<file path="src/hw/dlr_pkg.sv">
/*
 * dlr_pkg: constants, encodings and carrier structs for the directional level router.
 * assumes one 20 MHz processing clock and an active-low asynchronous reset.
 */
// How it works
// [RULE_01] each of four level selections takes forward, reverse or nondirectional
// [RULE_02] forward levels gate with forward points, reverse levels with reverse points
// [RULE_03] nondirectional level holds its directional control outputs at one
// [RULE_04] all time-overcurrent elements follow the level 1 selection only
// [RULE_05] level 2 also steers supervisory elements; levels 3 and 4 steer their own
// [RULE_06] global enable takes three values: enabled, disabled, automatic
// [RULE_07] global disable forces every level, ground paths too, to nondirectional
// [RULE_08] automatic mode flags that eleven derived settings come from the device
// [RULE_09] derived settings stay locked until enable moves from automatic to enabled
// [RULE_10] configuring party supplies level selections, priority order, pickup, aux enable
// [RULE_11] potential loss with override enabled forces forward points to one; code forces negseq and phase, leaves ground forward point as is
// [RULE_12] negative-sequence enable disables the positive-sequence phase decision
// [RULE_13] outputs computed combinationally, registered once per clock, reset asserted
// [RULE_14] selections are two bits; the unused code means nondirectional
package dlr_pkg;
	localparam int NUM_LEVELS = 4;
	localparam int SEL_W      = 2;

	// level direction selection codes
	localparam logic [1:0] DIR_NONDIR  = 2'h0;
	localparam logic [1:0] DIR_FORWARD = 2'h1;
	localparam logic [1:0] DIR_REVERSE = 2'h2;

	// global directional control enable codes
	localparam logic [1:0] DCE_DISABLE = 2'h0;
	localparam logic [1:0] DCE_ENABLE  = 2'h1;
	localparam logic [1:0] DCE_AUTO    = 2'h2;

	// values after reset
	localparam logic [3:0] RST_LEVEL_OUT = 4'hf;
	localparam logic       RST_LOCK      = 1'h0;

	typedef struct packed {
		logic negseq_forward_point;
		logic negseq_reverse_point;
		logic posseq_forward_point;
		logic posseq_reverse_point;
		logic negseq_internal_enable;
		logic potential_loss_override_en;
		logic potential_lost_flag;
		logic ground_forward_point;
		logic ground_reverse_point;
	} dlr_points_type;

	typedef struct packed {
		logic [3:0] negseq_level;  // instantaneous and timed negative-sequence per level
		logic [3:0] phase_level;   // instantaneous and timed phase per level
		logic [3:0] ground_level;  // neutral and residual ground per level
		logic       toc_phase;     // time-overcurrent supervision, level 1
		logic       toc_ground;
		logic       toc_negseq;
		logic       sup_phase;     // level 2 supervisory variants
		logic       sup_ground;
		logic       sup_negseq;
	} dlr_out_type;

	typedef struct packed {
		dlr_out_type out;
		logic        auto_active;
		logic        settings_locked;
		logic [1:0]  prev_enable;
	} dlr_state_type;
endpackage : dlr_pkg

</file>
<file path="src/hw/dlr_router.sv">
/*
 * dlr_router: routes forward/reverse decision points to the four overcurrent levels.
 * assumes decision points come from logic on the same clock; selections are quasi-static settings.
 */
`timescale 1ns/1ps
module dlr_router (
	input  wire logic                  i_sys_clk,                     // 20 MHz processing clock
	input  wire logic                  i_resetn,                      // async reset, active low
	input  wire logic                  i_clk_en,                      // freezes all state when low
	input  wire logic [1:0]            i_level1_direction_sel,        // level 1 selection
	input  wire logic [1:0]            i_level2_direction_sel,        // level 2 selection
	input  wire logic [1:0]            i_level3_direction_sel,        // level 3 selection
	input  wire logic [1:0]            i_level4_direction_sel,        // level 4 selection
	input  wire logic [1:0]            i_directional_ctrl_enable_sel, // global enable
	input  wire dlr_pkg::dlr_points_type i_points,                    // decision points
	output dlr_pkg::dlr_out_type       o_ctrl,                        // per-level directional control
	output logic                       o_auto_settings_active,        // derived settings in use
	output logic                       o_settings_locked              // derived settings locked
);
	import dlr_pkg::*;

	dlr_state_type state_q;
	dlr_state_type state_d;
	logic [1:0]    sel [NUM_LEVELS];
	logic          neg_fwd;  // negative-sequence forward point after override
	logic          neg_rev;  // negative-sequence reverse point
	logic          ph_fwd;   // phase forward point after priority and override
	logic          ph_rev;   // phase reverse point after priority

	// any code other than forward or reverse counts as nondirectional
	function automatic logic route(input logic [1:0] s, input logic f, input logic r);
		if (s == DIR_FORWARD) begin
			return f; // [RULE_02]
		end else if (s == DIR_REVERSE) begin
			return r; // [RULE_02]
		end
		return 1'b1; // [RULE_01] [RULE_03] [RULE_14]
	endfunction : route

	// global disable overrides every level selection
	always_comb begin
		sel[0] = i_level1_direction_sel;
		sel[1] = i_level2_direction_sel;
		sel[2] = i_level3_direction_sel;
		sel[3] = i_level4_direction_sel;
		if (i_directional_ctrl_enable_sel != DCE_ENABLE && i_directional_ctrl_enable_sel != DCE_AUTO) begin
			for (int k = 0; k < NUM_LEVELS; k++) begin
				sel[k] = DIR_NONDIR; // [RULE_06] [RULE_07]
			end
		end
	end

	// potential loss override and negative-sequence priority shape the points
	always_comb begin
		neg_fwd = i_points.negseq_forward_point;
		neg_rev = i_points.negseq_reverse_point;
		// positive-sequence element only speaks when negative-sequence is not enabled
		ph_fwd = i_points.negseq_internal_enable ? neg_fwd
			: i_points.posseq_forward_point; // [RULE_12]
		ph_rev = i_points.negseq_internal_enable ? neg_rev
			: i_points.posseq_reverse_point; // [RULE_12]
		// reverse points stay untouched so reverse-set levels keep supervision during potential loss
		if (i_points.potential_loss_override_en && i_points.potential_lost_flag) begin
			neg_fwd = 1'h1; // [RULE_11]
			ph_fwd  = 1'h1; // [RULE_11]
		end
	end

	// next state: routing plus automatic-mode lock tracking
	always_comb begin
		state_d = state_q;
		for (int k = 0; k < NUM_LEVELS; k++) begin
			state_d.out.negseq_level[k] = route(sel[k], neg_fwd, neg_rev);
			state_d.out.phase_level[k]  = route(sel[k], ph_fwd, ph_rev);
			state_d.out.ground_level[k] = route(sel[k], i_points.ground_forward_point,
				i_points.ground_reverse_point);
		end
		// time-overcurrent elements all follow level 1
		state_d.out.toc_phase  = route(sel[0], ph_fwd, ph_rev); // [RULE_04]
		state_d.out.toc_negseq = route(sel[0], neg_fwd, neg_rev); // [RULE_04]
		state_d.out.toc_ground = route(sel[0], i_points.ground_forward_point,
			i_points.ground_reverse_point); // [RULE_04]
		state_d.out.sup_phase  = route(sel[1], ph_fwd, ph_rev); // [RULE_05]
		state_d.out.sup_negseq = route(sel[1], neg_fwd, neg_rev); // [RULE_05]
		state_d.out.sup_ground = route(sel[1], i_points.ground_forward_point,
			i_points.ground_reverse_point); // [RULE_05]
		state_d.auto_active = (i_directional_ctrl_enable_sel == DCE_AUTO); // [RULE_08]
		state_d.prev_enable = i_directional_ctrl_enable_sel;
		// lock holds through automatic; only a move to plain enabled releases it
		if (i_directional_ctrl_enable_sel == DCE_AUTO) begin
			state_d.settings_locked = 1'b1; // [RULE_09]
		end else if (state_q.prev_enable == DCE_AUTO && i_directional_ctrl_enable_sel == DCE_ENABLE) begin
			state_d.settings_locked = 1'b0; // [RULE_09]
		end
	end

	// one register stage; reset reads as nondirectional everywhere
	always_ff @(posedge i_sys_clk or negedge i_resetn) begin
		if (!i_resetn) begin
			state_q <= '{out: '{negseq_level: RST_LEVEL_OUT, phase_level: RST_LEVEL_OUT,
				ground_level: RST_LEVEL_OUT, toc_phase: 1'b1, toc_ground: 1'b1, toc_negseq: 1'b1,
				sup_phase: 1'b1, sup_ground: 1'b1, sup_negseq: 1'b1},
				auto_active: 1'b0, settings_locked: RST_LOCK, prev_enable: DCE_DISABLE}; // [RULE_13]
		end else if (i_clk_en) begin
			state_q <= state_d; // [RULE_13]
		end
	end

	assign o_ctrl                 = state_q.out;
	assign o_auto_settings_active = state_q.auto_active;
	assign o_settings_locked      = state_q.settings_locked;

	// every level, every family: a level without direction leaves its elements free
	for (genvar k = 0; k < NUM_LEVELS; k++) begin : g_level_chk

	end
endmodule : dlr_router

</file>
<file path="config.mk">
export PLATFORM = sky130hd
export DESIGN_NAME = dlr_router
export DESIGN_NICKNAME = d
export VERILOG_FILES = /design/src/hw/dlr_pkg.sv /design/src/hw/dlr_router.sv
export SDC_FILE = /design/constraint.sdc
export NUM_CORES = 1
export LEC_CHECK = 0
export BUFFER_PORTS_ARGS = -buffer_cell sky130_fd_sc_hd__buf_2
export CORE_AREA = 2 2 55 57
export CTS_BUF_LIST = sky130_fd_sc_hd__clkbuf_2
export DETAILED_ROUTE_END_ITERATION = 6
export DIE_AREA = 0 0 57 59
export GPL_TIMING_DRIVEN = 0
export HOLD_SLACK_MARGIN = 0.15
export PLACE_DENSITY = 0.74
export SYNTH_ARGS = -nofsm -noshare
export SYNTH_HDL_FRONTEND = slang
export SYNTH_SLANG_ARGS = --single-unit
</file>
<file path="constraint.sdc">
create_clock -name i_sys_clk -period 1.4 [get_ports i_sys_clk]
set_input_delay 0.07 -clock i_sys_clk [delete_from_list [all_inputs] [get_ports i_sys_clk]]
set_output_delay 0.07 -clock i_sys_clk [all_outputs]
set_load 0.01 [all_outputs]
</file>
==> results.yml <==
status:
  status: "complete, no violations"
timing:
  hold_violations: 0
  rsz0062_at_grt: "no"
  fin_crit_sh: 0.903
  tightest_slew_ns: 0.434
  finalCriticalPeriod_ns: 1.26
  worst_slack_ns: 0.136
  worst_slew_margin_rel: 0.711
  final.setup.tns_ns: 0
  fmax_mhz: 791
  setup_viol: 0
  slew_viol_final: 0
  skew_ns: 0.00942
power_and_ir_drop:
  power_density_mw_per_mm2: 910
  ir_drop_uv: 550
  p_sw_w: 0.000387
  p_sw_frac: 0.310
  total_power_w: 0.00125
  leakagePower_nw: 0.647
  comb_power_share: 0.364
  clkPwrFrac: 0.165
  power_frac_seq: 0.471
  power.internal_w: 0.000860
synth:
  netlist_instances: 107
  seq_area_frac_synth: 0.392
  yosys.cell_types.count: 22
  synth_area_mm2: 0.00106
  yosys_warnings: 0
  synth_nets: 135
  avgSynthCellArea_um2: 9.89
  ys_ff_latch: 16
final_layout:
  area_growth_syn_to_layout_pct: 29.6
  layout_commonest_cell: "buf_2"
  diodes: 0
  fill_cells: 269
  fin_nets: 186
  multiInputGateArea_um2: 472
  stdcell_area_mm2: 0.00137
  drive_above_1_share: 0.516
  seq_area_um2: 415
  most-common-layout-cells: "buf_2 (43), buf_4 (18), nor2_1 (12), dfstp_2 (12)"
clock_network:
  cts_made_buffers: 3
  worstSkewPairLatency_ns: 0.29
  path_clk_slew_ns: 0.14
  cts_tree: "done"
  clockBufferDepth: 2
  cts_max_level: 1
  cts_root_buffer: "clkbuf_2"
  post_cts.repair.setup_buffers: 0
  numClockSinks: 16
setup_path:
  slowest_delay_ns: 0.39
  path_class: "in2reg"
  path_max_fanout: 8
  rr_worst_depth: 2
  arrival_ns: 1.48
  cp.required_ns: 1.62
  path_cells: "buf_2, inv_1, ha_1, nand2b_1, ha_1, nor4b_1, a311oi_1"
  timing.critical_path.mode_cell: "ha_1"
  worst-path-buf-inv: 2
  crit_cells: 7
  cp_slowest_cell: "ha_1"
  cpLargestDelayFamily: "adder cells"
  critPathLaunchType: "input port"
  end_kind: "flip-flop"
die:
  dieHeight_um: 59
  die_area_mm2: 0.00336
  coreArea_mm2: 0.00271
  die_x_um: 57
  rows: 19
  io_pins: 42
  start_util: 0.391
global_route:
  grt_pass1_wl_mm: 3.95
  first_global_vias: 925
  antenna_found_initial: 0
  gr-usage-all-layers: 0.151
  grt_max_degree: 17
  gr-total-overflow: 0
route:
  wl_per_cell_um: 12.5
  drt_iter0_drc: 18
  routed_wl_mm: 2.35
  antenna_left: 0
  first_pass_iters: 4
  drc: 0
  viasPerCell: 5.03
  vias: 946
place:
  gp_congestion: 0.724
  dp_hpwl_mm: 1.86
  io_buffers: 41
  placed_area_mm2: 0.00130
  pre_cts_ws_ns: -0.203
hold_path:
  hp-class: "in2reg"
  hold_depth: 3
flow_run:
  max_cap_viol_count: 0
## logic make-up (layout without fill, tap and decap cells)
logic type | count (synthesis) | count (layout) | share of synthesized area
mux | 9 | 9 | 0.0934
fa+ha+maj | 6 | 6 | 0.0709
buf+inv | 27 | 77 | 0.162
simple gates | 31 | 31 | 0.160
flops | 16 | 16 | 0.392
compound gates | 18 | 18 | 0.122
## power by group through the flow
stage                     Combinational (W)  Clock, W  Sequential, W
final                              0.000454  0.000205       0.000588
after global routing               0.000498  0.000238       0.000599
after CTS                          0.000460  0.000215       0.000589
after detailed placement           0.000447         0       0.000595
after global placement             0.000434         0       0.000593
after floorplan                    0.000293         0       0.000589
## area by class of cell
type	count	share of cell area
Timing Repair Buffer	46	0.186
Buffer	21	0.109
Inverter	6	0.0164
Multi-Input combinational cell	64	0.344
Sequential cell	16	0.303
Clock inverter	1	0.00274
Clock buffer	3	0.0109
Tap cell	31	0.0283
## worst register-to-register path: stages (launching register included)
cell and delay, ns:
dfstp_2 0.56, nor2_1 0.04, a311oi_1 0.26
## metal layers
layer / track usage / vias up / part of all wire / wire [µm]
met5: 0 / - / 0 / 0
met1: 0.178 / 448 / 0.41 / 974
li1: - / 458 / - / -
met2: 0.281 / 35 / 0.50 / 1180
met3: 0.0218 / 5 / 0.069 / 163
met4: 0.0498 / 0 / 0.016 / 38
## through the flow
stage / utilization / cells / hold slack, ns
4_1_cts: 0.506 / 188 / 0.156
6_report: 0.506 / 188 / 0.168
3_3_place_gp: 0.481 / 179 / -0.00307
2_1_floorplan: - / 107 / -0.226
3_5_place_dp: 0.481 / 179 / 0.00158
5_1_grt: 0.506 / 188 / 0.165
## cells in the mapped netlist
master,instances,area share
buf_4,18,0.13
dfstp_2,12,0.30
nor2_1,12,0.043
ha_1,6,0.071
inv_1,6,0.021
a21oi_1,5,0.024
mux2i_1,5,0.047
nand2_1,5,0.018
a311oi_1,4,0.033
a31oi_1,4,0.024
dfrtp_1,4,0.095
nand2b_1,4,0.024
nor2b_1,4,0.024
nor4b_1,4,0.033
o22a_1,4,0.033
mux2_2,3,0.032
buf_2,2,0.0095
a22o_1,1,0.0083
and3_4,1,0.011
clkbuf_1,1,0.0035
mux2_4,1,0.014
nand4b_1,1,0.0083
## sequential cells by signal, summed over array words and instances, names as in the netlist
register                count
o_settings_locked           1
o_ctrl                     12
o_auto_settings_active      1
state_q                     2
## final timing paths
kind	to	slack, ns	startpoint
max	o_ctrl[11]$_DFFE_PN1P_	0.14	i_directional_ctrl_enable_sel[0]
min	o_ctrl[11]$_DFFE_PN1P_	0.17	i_clk_en
max reg2reg	o_ctrl[12]$_DFFE_PN1P_	0.46	o_ctrl[12]$_DFFE_PN1P_
min reg2reg	o_ctrl[9]$_DFFE_PN1P_	0.50	o_ctrl[9]$_DFFE_PN1P_
max in group asynchronous	o_ctrl[12]$_DFFE_PN1P_	0.89	i_resetn
min in group asynchronous	state_q[0]$_DFFE_PN0P_	0.20	i_resetn
## what timing repair did
item,in CTS,in global routing
hold buffers,5,0
endpoints found under the hold margin,22,0
resized for setup,0,0
No activity file was read; power rests on OpenSTA's default activity.
